## config.mk

```make
export PLATFORM = sky130hd
export DESIGN_NAME = qdie_irq_enable
export DESIGN_NICKNAME = d
export VERILOG_FILES = /design/src/common/qdie_pkg.sv /design/src/rtl/qdie_irq_enable.sv
export VERILOG_INCLUDE_DIRS = /design/src /design/src/common
export SDC_FILE = /design/constraint.sdc
export NUM_CORES = 1
export LEC_CHECK = 0
export ABC_CLOCK_PERIOD_IN_PS = 1800
export BUFFER_PORTS_ARGS = -buffer_cell sky130_fd_sc_hd__buf_4
export CAP_MARGIN = 40
export CORE_UTILIZATION = 34
export DETAILED_ROUTE_END_ITERATION = 10
export PLACE_DENSITY = 0.88
export SYNTH_ARGS = -nofsm -noshare
export SYNTH_HDL_FRONTEND = slang
export SYNTH_HIERARCHICAL = 1
export SYNTH_SLANG_ARGS = --single-unit
```

## constraint.sdc

```tcl
create_clock -name mclk -period 1.8 [get_ports mclk]
set_input_delay 0.18 -clock mclk [delete_from_list [all_inputs] [get_ports mclk]]
set_output_delay 0.18 -clock mclk [all_outputs]
set_load 0.03 [all_outputs]
```

## src/common/qdie_defines.svh

```systemverilog
// Constants for the quadrature decoder interrupt enable block.
// Assumes a 32-bit APB slave with byte addresses.
`ifndef QDIE_DEFINES_SVH
`define QDIE_DEFINES_SVH

// Register byte offsets
`define QDIE_OFS_ENABLE_SET      12'h304
`define QDIE_OFS_ENABLE_CLEAR    12'h308

// Event bit positions in the enable mask
`define QDIE_BIT_SAMPLE_DONE     0
`define QDIE_BIT_REPORT_DONE     1
`define QDIE_BIT_SUM_OVERFLOW    2
`define QDIE_BIT_DOUBLE_REPORT   3
`define QDIE_BIT_STOPPED         4

// Widths and reset values
`define QDIE_NUM_EVENTS          5
`define QDIE_ADDR_W              12
`define QDIE_SUM_W               16
`define QDIE_DBL_W               4
`define QDIE_MASK_RESET          5'h00

`endif

```

## src/common/qdie_pkg.sv

```systemverilog
// Types for the quadrature decoder interrupt enable block.
// Assumes qdie_defines.svh is on the include path.
`include "qdie_defines.svh"

package qdie_pkg;

    typedef logic [`QDIE_NUM_EVENTS-1:0] qdie_events_t;

    typedef struct packed {
        logic                    psel;
        logic                    penable;
        logic                    pwrite;
        logic [`QDIE_ADDR_W-1:0] paddr;
        logic [31:0]             pwdata;
    } qdie_apb_req_t;

    typedef struct packed {
        logic [31:0] prdata;
        logic        pready;
        logic        pslverr;
    } qdie_apb_rsp_t;

endpackage : qdie_pkg

```

## src/rtl/qdie_irq_enable.sv

```systemverilog
// Interrupt enable logic of the quadrature decoder, with APB register access.
// Assumes the decoder datapath drives single-cycle event pulses on mclk.
//
// Overview of operation
// - Writing ones to the set register enables those events; reads return the mask.
// - Writing ones to the clear register disables those events; reads return the mask.
// - Report event fires at period end only when the motion sum is nonzero.
// - Double report event fires at period end only when double count is nonzero.
// - Overflow event has its own mask bit, set and cleared independently.
`timescale 1ns/1ns
`include "qdie_defines.svh"

module qdie_irq_enable (
    input  wire logic                    mclk,                  // 10 MHz clock
    input  wire logic                    sys_rst,               // Sync reset, high
    input  wire qdie_pkg::qdie_apb_req_t apb_req,               // APB request
    output qdie_pkg::qdie_apb_rsp_t      apb_rsp,               // APB response
    input  wire logic                    sample_done_event,     // Sample ready pulse
    input  wire logic                    period_done,           // Report period samples collected
    input  wire logic [`QDIE_SUM_W-1:0]  motion_sum,            // Motion sum value
    input  wire logic [`QDIE_DBL_W-1:0]  double_transition_count, // Double transition count
    input  wire logic                    motion_sum_overflow_event, // Overflow pulse
    input  wire logic                    stopped_event,         // Stopped pulse
    input  wire qdie_pkg::qdie_events_t  event_clear,           // Clear of event flags
    output logic                         report_done_event,     // Report ready pulse
    output logic                         double_transition_report_event, // Double report pulse
    output qdie_pkg::qdie_events_t       event_flags,           // Sticky event flags
    output qdie_pkg::qdie_events_t       irq_enable,            // Enable mask
    output logic                         irq                    // Interrupt request
);

    // ------------------------------------------------------------------
    // Event qualification
    // ------------------------------------------------------------------
    logic next_report_done_event;
    logic next_double_transition_report_event;

    always_comb
    begin
        next_report_done_event = period_done && (motion_sum != `QDIE_SUM_W'(0));
        next_double_transition_report_event = period_done &&
                                              (double_transition_count != `QDIE_DBL_W'(0));
    end

    always_ff @(posedge mclk)
    begin
        if (sys_rst)
        begin
            report_done_event              <= 1'b0;
            double_transition_report_event <= 1'b0;
        end
        else
        begin
            report_done_event              <= next_report_done_event;
            double_transition_report_event <= next_double_transition_report_event;
        end
    end

    // ------------------------------------------------------------------
    // Sticky event flags
    // ------------------------------------------------------------------
    localparam qdie_pkg::qdie_events_t FLAG_RESET = '0;
    qdie_pkg::qdie_events_t            raised;

    always_comb
    begin
        raised                          = '0;
        raised[`QDIE_BIT_SAMPLE_DONE]   = sample_done_event;
        raised[`QDIE_BIT_REPORT_DONE]   = report_done_event;
        raised[`QDIE_BIT_SUM_OVERFLOW]  = motion_sum_overflow_event;
        raised[`QDIE_BIT_DOUBLE_REPORT] = double_transition_report_event;
        raised[`QDIE_BIT_STOPPED]       = stopped_event;
    end

    // Sample ready flag
    qdie_sticky_bit #(
        .RESET_VALUE (FLAG_RESET[`QDIE_BIT_SAMPLE_DONE])
    ) u_flag_sample (
        .mclk     (mclk),
        .sys_rst  (sys_rst),
        .set_in   (raised[`QDIE_BIT_SAMPLE_DONE]),
        .clear_in (event_clear[`QDIE_BIT_SAMPLE_DONE]),
        .value    (event_flags[`QDIE_BIT_SAMPLE_DONE])
    );

    // Report ready flag
    qdie_sticky_bit #(
        .RESET_VALUE (FLAG_RESET[`QDIE_BIT_REPORT_DONE])
    ) u_flag_report (
        .mclk     (mclk),
        .sys_rst  (sys_rst),
        .set_in   (raised[`QDIE_BIT_REPORT_DONE]),
        .clear_in (event_clear[`QDIE_BIT_REPORT_DONE]),
        .value    (event_flags[`QDIE_BIT_REPORT_DONE])
    );

    // Sum overflow flag
    qdie_sticky_bit #(
        .RESET_VALUE (FLAG_RESET[`QDIE_BIT_SUM_OVERFLOW])
    ) u_flag_overflow (
        .mclk     (mclk),
        .sys_rst  (sys_rst),
        .set_in   (raised[`QDIE_BIT_SUM_OVERFLOW]),
        .clear_in (event_clear[`QDIE_BIT_SUM_OVERFLOW]),
        .value    (event_flags[`QDIE_BIT_SUM_OVERFLOW])
    );

    // Double report flag
    qdie_sticky_bit #(
        .RESET_VALUE (FLAG_RESET[`QDIE_BIT_DOUBLE_REPORT])
    ) u_flag_double (
        .mclk     (mclk),
        .sys_rst  (sys_rst),
        .set_in   (raised[`QDIE_BIT_DOUBLE_REPORT]),
        .clear_in (event_clear[`QDIE_BIT_DOUBLE_REPORT]),
        .value    (event_flags[`QDIE_BIT_DOUBLE_REPORT])
    );

    // Stopped flag
    qdie_sticky_bit #(
        .RESET_VALUE (FLAG_RESET[`QDIE_BIT_STOPPED])
    ) u_flag_stopped (
        .mclk     (mclk),
        .sys_rst  (sys_rst),
        .set_in   (raised[`QDIE_BIT_STOPPED]),
        .clear_in (event_clear[`QDIE_BIT_STOPPED]),
        .value    (event_flags[`QDIE_BIT_STOPPED])
    );

    // ------------------------------------------------------------------
    // APB slave and enable mask
    // ------------------------------------------------------------------
    localparam qdie_pkg::qdie_events_t MASK_RESET = `QDIE_MASK_RESET;
    logic                              hit_set;
    logic                              hit_clear;
    logic                              access;
    logic                              setup;
    logic                              write_set;
    logic                              write_clear;
    qdie_pkg::qdie_events_t            wmask;
    qdie_pkg::qdie_events_t            mask_set;
    qdie_pkg::qdie_events_t            mask_clear;

    always_comb
    begin
        hit_set   = 1'b0;
        hit_clear = 1'b0;
        case (apb_req.paddr)
            `QDIE_OFS_ENABLE_SET:
                hit_set   = 1'b1;
            `QDIE_OFS_ENABLE_CLEAR:
                hit_clear = 1'b1;
            default:
            begin
                hit_set   = 1'b0;
                hit_clear = 1'b0;
            end
        endcase
        setup       = apb_req.psel && !apb_req.penable;
        access      = apb_req.psel && apb_req.penable;
        write_set   = access && apb_req.pwrite && hit_set;
        write_clear = access && apb_req.pwrite && hit_clear;
        wmask       = apb_req.pwdata[`QDIE_NUM_EVENTS-1:0];
        mask_set    = write_set ? wmask : '0;
        mask_clear  = write_clear ? wmask : '0;
    end

    // Sample ready enable
    qdie_sticky_bit #(
        .RESET_VALUE (MASK_RESET[`QDIE_BIT_SAMPLE_DONE])
    ) u_mask_sample (
        .mclk     (mclk),
        .sys_rst  (sys_rst),
        .set_in   (mask_set[`QDIE_BIT_SAMPLE_DONE]),
        .clear_in (mask_clear[`QDIE_BIT_SAMPLE_DONE]),
        .value    (irq_enable[`QDIE_BIT_SAMPLE_DONE])
    );

    // Report ready enable
    qdie_sticky_bit #(
        .RESET_VALUE (MASK_RESET[`QDIE_BIT_REPORT_DONE])
    ) u_mask_report (
        .mclk     (mclk),
        .sys_rst  (sys_rst),
        .set_in   (mask_set[`QDIE_BIT_REPORT_DONE]),
        .clear_in (mask_clear[`QDIE_BIT_REPORT_DONE]),
        .value    (irq_enable[`QDIE_BIT_REPORT_DONE])
    );

    qdie_sticky_bit #(
        .RESET_VALUE (MASK_RESET[`QDIE_BIT_SUM_OVERFLOW])
    ) u_mask_overflow (
        .mclk     (mclk),
        .sys_rst  (sys_rst),
        .set_in   (mask_set[`QDIE_BIT_SUM_OVERFLOW]),
        .clear_in (mask_clear[`QDIE_BIT_SUM_OVERFLOW]),
        .value    (irq_enable[`QDIE_BIT_SUM_OVERFLOW])
    );

    // Double report enable
    qdie_sticky_bit #(
        .RESET_VALUE (MASK_RESET[`QDIE_BIT_DOUBLE_REPORT])
    ) u_mask_double (
        .mclk     (mclk),
        .sys_rst  (sys_rst),
        .set_in   (mask_set[`QDIE_BIT_DOUBLE_REPORT]),
        .clear_in (mask_clear[`QDIE_BIT_DOUBLE_REPORT]),
        .value    (irq_enable[`QDIE_BIT_DOUBLE_REPORT])
    );

    // Stopped enable
    qdie_sticky_bit #(
        .RESET_VALUE (MASK_RESET[`QDIE_BIT_STOPPED])
    ) u_mask_stopped (
        .mclk     (mclk),
        .sys_rst  (sys_rst),
        .set_in   (mask_set[`QDIE_BIT_STOPPED]),
        .clear_in (mask_clear[`QDIE_BIT_STOPPED]),
        .value    (irq_enable[`QDIE_BIT_STOPPED])
    );

    // ------------------------------------------------------------------
    // Read data and error response
    // ------------------------------------------------------------------
    logic [31:0] read_word;
    logic [31:0] next_prdata;
    logic        next_pslverr;
    logic [31:0] prdata;
    logic        pslverr;

    always_comb
    begin
        read_word                       = 32'h00000000;
        read_word[`QDIE_NUM_EVENTS-1:0] = irq_enable;
        next_prdata                     = prdata;
        next_pslverr                    = pslverr;
        if (setup)
        begin
            next_pslverr = !(hit_set || hit_clear);
            next_prdata  = (hit_set || hit_clear) ? read_word : 32'h00000000;
        end
    end

    always_ff @(posedge mclk)
    begin
        if (sys_rst)
        begin
            prdata  <= 32'h00000000;
            pslverr <= 1'b0;
        end
        else
        begin
            prdata  <= next_prdata;
            pslverr <= next_pslverr;
        end
    end

    always_comb
    begin
        apb_rsp.prdata  = prdata;
        apb_rsp.pready  = 1'b1;
        apb_rsp.pslverr = pslverr && access;
    end

    // ------------------------------------------------------------------
    // Interrupt request
    // ------------------------------------------------------------------
    // any enabled flag
    assign irq = |(event_flags & irq_enable);

endmodule : qdie_irq_enable

// ----------------------------------------------------------------------
// One stored bit with set and clear
// ----------------------------------------------------------------------
module qdie_sticky_bit #(
    parameter logic RESET_VALUE = 1'b0  // Value after reset
) (
    input  wire logic mclk,     // Clock
    input  wire logic sys_rst,  // Sync reset, high
    input  wire logic set_in,   // Set request
    input  wire logic clear_in, // Clear request
    output logic      value     // Stored bit
);

    logic next_value;

    always_comb
    begin
        next_value = value;
        if (clear_in)
            next_value = 1'b0;
        // Set wins over a same-cycle clear
        if (set_in)
            next_value = 1'b1;
    end

    always_ff @(posedge mclk)
    begin
        if (sys_rst)
            value <= RESET_VALUE;
        else
            value <= next_value;
    end

endmodule : qdie_sticky_bit

```

Word level (Yosys, flattened, before mapping)
Cells that the tools add are included.
{"block": "op_classes", "n_reduce_logical": 24, "muxes": 25, "bitwise_logic": 1, "n_eq_ne": 2}
{"op": "== test 12 x 10 -> 1 bit, second input constant", "n": 2}
{"op": "2-to-1 mux 1 bit", "n": 22}
{"op": "nonzero test 2 bit", "n": 10}
{"op": "nonzero test 16 bit", "n": 1}
{"op": "2-to-1 mux 5 bit", "n": 3}
{"op": "logical AND 1 bit", "n": 8}
{"op": "AND 5 bit", "n": 1}
{"op": "OR reduction 5 bit", "n": 1}
{"op": "nonzero test 4 bit", "n": 1}
{"op": "zero test 1 bit", "n": 2}
{"op": "logical OR 1 bit", "n": 1}
{"block": "word_totals", "inputBits": 78, "wordCells": 66, "register_bits": 45, "output_inout_bits": 47}

Logic depth before layout (Yosys ltp)
Gate-level depths: netlist of the first run.
{"block": "depth", "depth_word": 6, "ltp_mapped": 5}

Modules after synthesis
Netlist of the first run, hierarchy kept.
{"mod": "qdie_irq_enable", "area_per_inst_um2": 743.2, "cells_per_inst": 89, "instances": 1}
{"mod": "qdie_sticky_bit", "area_per_inst_um2": 38.8, "cells_per_inst": 4, "instances": 10}

Worst setup path after synthesis of the first run
Ideal clock, no wire load.
{"block": "synth_path", "path_kind": "input port to flip-flop", "startpoint": "input port apb_req[33] (netlist name)", "endpoint": "register pslverr", "required_ns": 1.676, "n_path_buf": 0, "setup_ns": 0.124, "setup_slack_ns": 0.244, "cell_stages": 3, "t_arrival_ns": 1.431, "path_cell_list": "or4_4 -> or4_4 -> nor3b_2"}
{"block": "synth_between", "elab_chain_len": 4, "elab_cells_between_ends": 6, "cone_classes": "2 x eq/ne; 2 x mux; 2 x reduce/logical"}
{"element": "start, declared", "line_no": "qdie_irq_enable.sv:16", "source": "input wire qdie_pkg::qdie_apb_req_t apb_req,"}
{"element": "== test 12 x 10 -> 1 bit", "line_no": "qdie_irq_enable.sv:148", "source": "case (apb_req.paddr)"}
{"element": "2-to-1 mux 1 bit", "line_no": "qdie_irq_enable.sv:148"}
{"element": "logical OR 1 bit *", "line_no": "qdie_irq_enable.sv:239", "source": "next_pslverr = !(hit_set || hit_clear);"}
{"element": "zero test 1 bit *", "line_no": "qdie_irq_enable.sv:239"}
{"element": "end signal, assigned", "line_no": "qdie_irq_enable.sv:254", "source": "pslverr <= next_pslverr;"}
{"element": "end, declared", "line_no": "qdie_irq_enable.sv:229", "source": "logic pslverr;"}
Every way passes the cells marked *; elsewhere a longest branch is shown, timed or not.
A chain may end at the register's enable or synchronous reset.

Final worst setup path of the first run
{"block": "layout_path", "startpoint": "register u_mask_sample.value", "endpoint": "output port irq"}
{"block": "layout_between", "elab_chain_len": 2}
{"element": "start, declared", "line_no": "qdie_irq_enable.sv:283", "source": "output logic value"}
{"element": "start signal, assigned", "line_no": "qdie_irq_enable.sv:303", "source": "value <= next_value;"}
{"element": "AND 5 bit", "line_no": "qdie_irq_enable.sv:269", "source": "assign irq = |(event_flags & irq_enable);"}
{"element": "OR reduction 5 bit", "line_no": "qdie_irq_enable.sv:269"}
{"element": "end, declared", "line_no": "qdie_irq_enable.sv:29", "source": "output logic irq"}
Every way passes these cells.

==> run summary, run 1 <==
The run finished with clean final reports. The logs give 0 for the number of buffers inserted to repair setup after CTS and 23 for the maximum number of pins on one net before global-route repair. The synthesized design contains 18 register bits. The gate count after technology mapping is 129, and the post-route clock period utilization is 0.7897. Clock tree synthesis selected as its root buffer the cell sky130_fd_sc_hd__clkbuf_4.

The number of maximum-capacitance violations is 0, and the maximum root-to-sink buffer count is 2. The run gives 0.3186 as the proportion of synthesized chip area in sequential cells. Averaged over all synthesized cells, the footprint is 8.768 um2. The run gives 241 as the cell total after placement.

Post-CTS repair changed the size of 0 cells. For the initial antenna violation count, the log shows 0. After routing, the total negative slack on setup checks comes to 0 ps.

Share of power burned in combinational logic: 0.267. The most common library cell in the layout ignoring fill and taps is sky130_fd_sc_hd__buf_4. The logs give 1025 for the total via count after detailed routing and 0 for the total of hold buffers inserted after clock tree synthesis. The logs give 18 for the count of clock tree sinks and 1110 ps for the slack of the worst reg-to-reg path. The peak clock frequency supported by timing was 703.5 MHz. The total global routing track utilization is 0.1360, and the per-cell routed wire length is 9.747 um.

The critical-path maximum fanout is 4. The count of buffer and inverter cells on the critical path came out at 1. The cell internal power dissipation was 0.6325 mW; the arrival time at the worst endpoint was 1240 ps. 0 antenna diodes ended up in the layout.

The logs give 0.463 for the fraction of power consumed by sequential logic and 3561 um2 for the floorplan die area. For this run, the detailed router's first-pass iteration total came to 4. The logs give 0.3645 for the initial core utilization and 0 for the leftover overflow at the end of global routing. TritonCTS built the clock tree. Initial detailed-routing violation count: 29. The worst setup path is captured at an output pin. The share of post-route cells with drive strength above 1 is 0.4577, and the post-route worst hold slack is 102.9 ps. Using the TritonRoute via totals, the vias-per-cell ratio works out to 4.184. IR analysis of the VDD net gives a maximum drop of 349.3 uV.

The leakage dissipation is 0.7501 nW. Setup violations remaining at the end of the flow were counted as 0. Detailed placement finished with a half-perimeter wire length of 2.046 mm.

The run gives 0.5282 as the final core utilization. The kind of cell with the highest combined delay along the critical path is flip-flops. The tools report the proportion of power drawn by the clock network as 0.270. By startpoint and endpoint, the worst setup path is classified as flop to output pin.

The analysis attributes to net switching a power of 0.2671 mW. The worst setup path is launched from a flop. The die boundary width was 59.68 um. In this run the standard cell core region covers 3103 um2. After detailed routing, the number of remaining DRC violations is 0. The number of cells in the finished layout apart from fillers is 245. The switching fraction of total power was 0.2969. Counting the buffers created by CTS gives 3. The die is 59.68 um tall. In the final design database the tool counted 280 nets. For this block, the routed nets add up to 2.388 mm of wire. In this design, the stage delay of the slowest critical-path cell is 360 ps.

The critical path goes through a222oi_1 -> nand2_1 -> buf_4. Clock-pin slew was measured on the worst setup and hold paths at 100 ps. The run gives 290 ps as the insertion delay to the later sink of the worst-skew pair.

The first global-routing pass estimated 3.560 mm of wire. For this design the ratio of total power to cell area is 548.9 nW/um2. The slowest stage of the critical path belongs to the cell sky130_fd_sc_hd__dfxtp_1. For the post-synthesis instance area, the log shows 1131 um2. Data on the critical path is required at its endpoint by 1620 ps. The via count of the first global-routing pass is 836, and the count of buffers inserted at the top-level ports is 69.

Leaving out fill and tap cells, the most frequent cells in the layout are 71 x sky130_fd_sc_hd__buf_4, 28 x sky130_fd_sc_hd__conb_1, 18 x sky130_fd_sc_hd__dfxtp_1. The shortest clock period the worst path allows after layout was 1421 ps; the H-tree depth was 1. Relative to the synthesized area, the layout overhead comes to 44.91%.

Cell row count: 20. The netlist uses 26 different library cells. The final count of hold timing violations is 0, and the I/O pin count is 125. The detail route stage leaves a number of antenna-violating nets equal to 0. Class of the most critical hold timing path: input port to flop.

Number of pins exceeding their max-slew limit in the final report: 0. At the end of routability-driven placement, the weighted congestion stood at 0.7579. The Yosys step of the flow raised 6 warnings. Setup repair after global routing left no endpoint under its margin.

The tools report the largest clock skew in the final design as 5.923 ps.
power groups by stage:
| stage | logic [mW] | clock network [mW] | registers (mW) |
|---|---|---|---|
| 6_report | 0.240 | 0.243 | 0.417 |
| 2_1_floorplan | 0.159 | 0 | 0.443 |
| 3_3_place_gp | 0.238 | 0 | 0.426 |
| 4_1_cts | 0.241 | 0.255 | 0.417 |
| 3_5_place_dp | 0.240 | 0 | 0.426 |
| 5_1_grt | 0.256 | 0.268 | 0.419 |
synthesized netlist by cell type (all sizes together):
master	number	share of area
buf	28	0.19
dfxtp	18	0.32
nand2b	17	0.094
a21oi	10	0.077
and2	10	0.055
inv	10	0.033
nor4	7	0.050
nand3b	5	0.033
o21ai	5	0.022
or4b	3	0.027
conb	2	0.0066
or4	2	0.020
a222oi	1	0.0088
a22oi	1	0.0066
a41oi	1	0.0077
and3	1	0.0055
clkbuf	1	0.0033
nand2	1	0.0033
nand3	1	0.0044
nand4bb	1	0.010
nor2	1	0.0033
nor2b	1	0.0055
nor3b	1	0.011
xnor2	1	0.0077
final timing paths:
check                            startpoint                             end  cells past startpoint
min reg2reg  double_transition_report_event             u_flag_double/value                      2
max                     u_mask_sample/value                             irq                      3
min              double_transition_count[2]  double_transition_report_event                      3
max reg2reg             u_mask_sample/value             u_mask_sample/value                      2
flip-flops by register name, summed over array words and instances (netlist names):
register                        count
u_flag_sample/value                 1
report_done_event                   1
prdata                              5
u_mask_double/value                 1
u_flag_double/value                 1
pslverr                             1
u_flag_report/value                 1
double_transition_report_event      1
u_mask_report/value                 1
u_mask_overflow/value               1
u_flag_overflow/value               1
u_mask_sample/value                 1
u_mask_stopped/value                1
u_flag_stopped/value                1
logic make-up after synthesis:
| kind of cell | synth area share |
|---|---|
| AO/OA/AOI/OAI | 0.1228 |
| XOR/XNOR | 0.007745 |
| buffers and inverters | 0.2223 |
| flip-flops | 0.3186 |
| other | 0.006640 |
| AND/OR/NAND/NOR | 0.3219 |
worst register-to-register path: stages (launching register included):
cell	delay, ps
sky130_fd_sc_hd__dfxtp_1	410
sky130_fd_sc_hd__nand2b_1	90
sky130_fd_sc_hd__a21oi_2	130
metrics by stage:
step / cell area, um2 / total power, mW / setup slack (ps)
global route: 1639 / 0.9426 / 288.2
finish: 1639 / 0.8996 / 378.5
CTS: 1639 / 0.9125 / 340.1
detailed placement: 1603 / 0.6668 / 93.34
floorplan: 1229 / 0.6017 / 244.5
global placement: 1603 / 0.6636 / 95.75
layout make-up:
type | instances | area (um2)
fill | 309 | 1464
multi-input combinational | 98 | 616.8
timing repair buffer | 71 | 533.0
sequential | 18 | 360.3
tap | 44 | 55.05
inverter | 10 | 37.54
clock buffer | 4 | 36.28
per-layer routing:
metal / vias to the layer above / routed length [um] / GRT usage
li1: 520 / - / -
met1: 452 / 939 / 0.1560
met2: 51 / 1249 / 0.2333
met3: 2 / 181 / 0.05195
met4: 0 / 17 / 0.03987
met5: - / 0 / 0
Power figures use the tool's default switching activity.
==> inputs of run 2 (changes only) <==
--- a/config.mk
+++ b/config.mk
@@ -6,12 +6,12 @@
 export SDC_FILE = /design/constraint.sdc
 export NUM_CORES = 1
 export LEC_CHECK = 0
-export ABC_CLOCK_PERIOD_IN_PS = 1800
+export ABC_CLOCK_PERIOD_IN_PS = 1200
 export BUFFER_PORTS_ARGS = -buffer_cell sky130_fd_sc_hd__buf_4
 export CAP_MARGIN = 40
-export CORE_UTILIZATION = 34
+export CORE_UTILIZATION = 31
 export DETAILED_ROUTE_END_ITERATION = 10
-export PLACE_DENSITY = 0.88
+export PLACE_DENSITY = 0.85
 export SYNTH_ARGS = -nofsm -noshare
 export SYNTH_HDL_FRONTEND = slang
 export SYNTH_HIERARCHICAL = 1
==> constraint.sdc (replaced) <==
create_clock -name mclk -period 1.2 [get_ports mclk]
set_input_delay 0.12 -clock mclk [delete_from_list [all_inputs] [get_ports mclk]]
set_output_delay 0.12 -clock mclk [all_outputs]
set_load 0.03 [all_outputs]
==> run summary, run 2 (same netlist as run 1, synthesis figures left out) <==
The run finished, with violations left. The checks that failed: negative setup slack. Total global routing track utilization: 0.1487 (was 0.1360). The post-route clock period utilization works out to 1.121. The most common library cell in the layout ignoring fill and taps is sky130_fd_sc_hd__buf_4 (unchanged).

The estimated wirelength of the detail-placed design was 2.245 mm (was 2.046 mm). For the final setup slack of the worst path, the log shows -145.6 ps (was 378.5 ps). Placeable core region: 3416 um2 (was 3103 um2). The register containing the most flip-flops in the final layout is prdata (unchanged). The tools report the largest clock skew in the final design as 0.8635 ps (was 5.923 ps).

The tools report the maximum number of pins on one net before global-route repair as 23 (unchanged). The number of nets in the layout was 286 (was 280). The destination of the worst register-to-register timing path was prdata[3] (was u_mask_sample/value). The arrival time at the worst endpoint is 1230 ps (was 1240 ps). For the via count of the first global-routing pass, the log shows 1109 (was 836). The post-route worst hold slack is 28.33 ps (was 102.9 ps), and the number of setup violations in the final report is 12 (was 0).

The clock tree root buffer cell was sky130_fd_sc_hd__clkbuf_4 (unchanged). The tools report the cell row count as 21 (was 20). The synthesis-to-layout area growth was 57.96% (was 44.91%); the die boundary width was 62.41 um (was 59.68 um). The logs give 0 (unchanged) for the final count of hold timing violations and 0.5231 (was 0.5282) for the final core utilization. The clock-pin slew reported for the worst setup and hold paths after clock tree synthesis was 100 ps (about the same). The routed design could run at a clock period as short as 1346 ps. The total of hold buffers inserted after clock tree synthesis was 0 (unchanged). The number of pins exceeding their max-slew limit in the final report was 0 (unchanged); the number of maximum-capacitance violations was 0 (unchanged). The per-cell routed wire length works out to 10.89 um (was 9.747 um).

The tools report the initial antenna violation count as 0 (unchanged). Most frequent cells in the layout: 71 x sky130_fd_sc_hd__buf_4, 28 x sky130_fd_sc_hd__conb_1, 16 x sky130_fd_sc_hd__dfxtp_1 (was 71 x sky130_fd_sc_hd__buf_4, 28 x sky130_fd_sc_hd__conb_1, 18 x sky130_fd_sc_hd__dfxtp_1). The number of cells in the finished layout apart from fillers is 253 (was 245).

The run gives 0.3311 (was 0.3645) as the initial core utilization. TritonCTS built the clock tree. The share of post-route cells with drive strength above 1 works out to 0.5314 (was 0.4577).

The cell count of the worst reg-to-reg path was 2 (unchanged); the maximum vdd drop was 295.3 uV (was 349.3 uV). The DRC violation count after routing was 0 (unchanged). The class of the most critical hold timing path is input port to flop (unchanged). The tools report the endpoint required time on the critical path as 1080 ps (was 1620 ps).

The die height works out to 62.41 um (was 59.68 um). For the cell total after placement, the log shows 247 (was 241). The tools report the worst hold path endpoint as double_transition_report_event (unchanged). The wire length of the first global-routing pass is 4.657 mm (was 3.560 mm), and the count of fill cells added during filler insertion is 339 (was 309). The initial detailed-routing violation count is 54 (was 29).

The flip-flop count of the largest register after layout came out at 5 (unchanged). The total via count after detailed routing was 1071 (was 1025); the number of buffers added by the clock tree synthesis step was 3 (unchanged). Classification of the worst setup path: flop to output pin (unchanged).

The origin of the critical flop-to-flop path is u_mask_double/value (was u_mask_sample/value). Setup repair after global routing could not meet its margin everywhere. The run gives 0 (unchanged) as the leftover overflow at the end of global routing. Count of buffers inserted at the top-level ports: 69 (unchanged).

The tools report the startpoint class of the critical path as a flop (unchanged). The number of vias per cell after detailed routing came out at 4.233 (was 4.184). The tools report the insertion delay to the later sink of the worst-skew pair as 290 ps (about the same).

The final weighted congestion of routability-driven global placement is 0.7471 (was 0.7579), and the critical-path maximum fanout is 2 (was 4). The run gives 1.388 mW (was 0.8996 mW) as the sum of internal, switching and leakage power. The worst hold path cell count works out to 3 (unchanged).

The routed wire length is 2.754 mm (was 2.388 mm). I/O pin count: 125 (unchanged). The run gives 18 (unchanged) as the count of clock tree sinks. The tools report the type of destination of the critical path as an output pin (unchanged). The maximum root-to-sink buffer count came out at 2 (unchanged). For the count of antenna-violating nets left after detailed routing, the log shows 0 (unchanged).

The logs give 420 ps (was 1110 ps) for the slack of the worst reg-to-reg path and 0.8293 nW (was 0.7501 nW) for the leakage dissipation. The power per standard cell area works out to 776.8 nW/um2 (was 548.9 nW/um2). The peak clock frequency supported by timing is 743.2 MHz, and the number of iterations in the first detailed-routing pass is 4 (unchanged). The H-tree depth was 1 (unchanged). The run gives 0 (unchanged) as the number of antenna cells inserted. The setup slack at placement came out at -424.9 ps (was 93.34 ps).

The tools report the origin of the worst min-delay path as double_transition_count[2] (unchanged). Floorplan die area: 3894 um2 (was 3561 um2).
-- run 2: how the worst max path moves through the flow --
stage / from / to / slack, ps / cells past startpoint
detailed placement: apb_req[43] / pslverr / -420 / 4
floorplan: apb_req[43] / pslverr / -260 / 3
CTS: u_mask_sample/value / irq / -160 / 3
global route: u_mask_stopped/value / irq / -250 / 3
global placement: apb_req[43] / pslverr / -410 / 4
finish: u_mask_sample/value / irq / -150 / 3
-- run 2: what timing repair did --
action / CTS / global route
cloned: 0 / 0
buffers inserted: 1 / 1
resized for setup: 12 / 7
pin swaps: 14 / 8
endpoints found under the setup margin: 12 / 12
-- run 2: area by class of cell --
type	instances	area, um2	area share
inverters	10	37.54	0.02101
repair buffers	77	600.6	0.3361
multi-input cells	98	691.9	0.3873
well taps	46	57.56	0.03221
clock buffers	4	36.28	0.02031
flip-flops and latches	18	362.8	0.2031
-- run 2: critical path, stage by stage, from the launching register on --
cell	delay, ps
sky130_fd_sc_hd__dfxtp_2	330
sky130_fd_sc_hd__a222oi_1	340
sky130_fd_sc_hd__nand2_1	110
sky130_fd_sc_hd__buf_6	150
-- run 2: metrics by stage --
step	setup TNS (ps)	area [um2]
after floorplan	-1873	1250
after global placement	-3928	1657
after detailed placement	-4195	1657
after CTS	-579.2	1748
after global routing	-1027	1787
final	-684.8	1787
-- run 2: power by group --
group	total (mW)	internal [mW]	switching [mW]
logic	0.389	0.170	0.219
clock network	0.375	0.185	0.190
registers	0.624	0.613	0.0105
total	1.39	0.968	0.419
-- run 2: metal layers --
layer	global-route usage	share of wire
met5	0	0
met4	0.04651	0.015
met3	0.04927	0.074
met2	0.2799	0.55
met1	0.1531	0.36
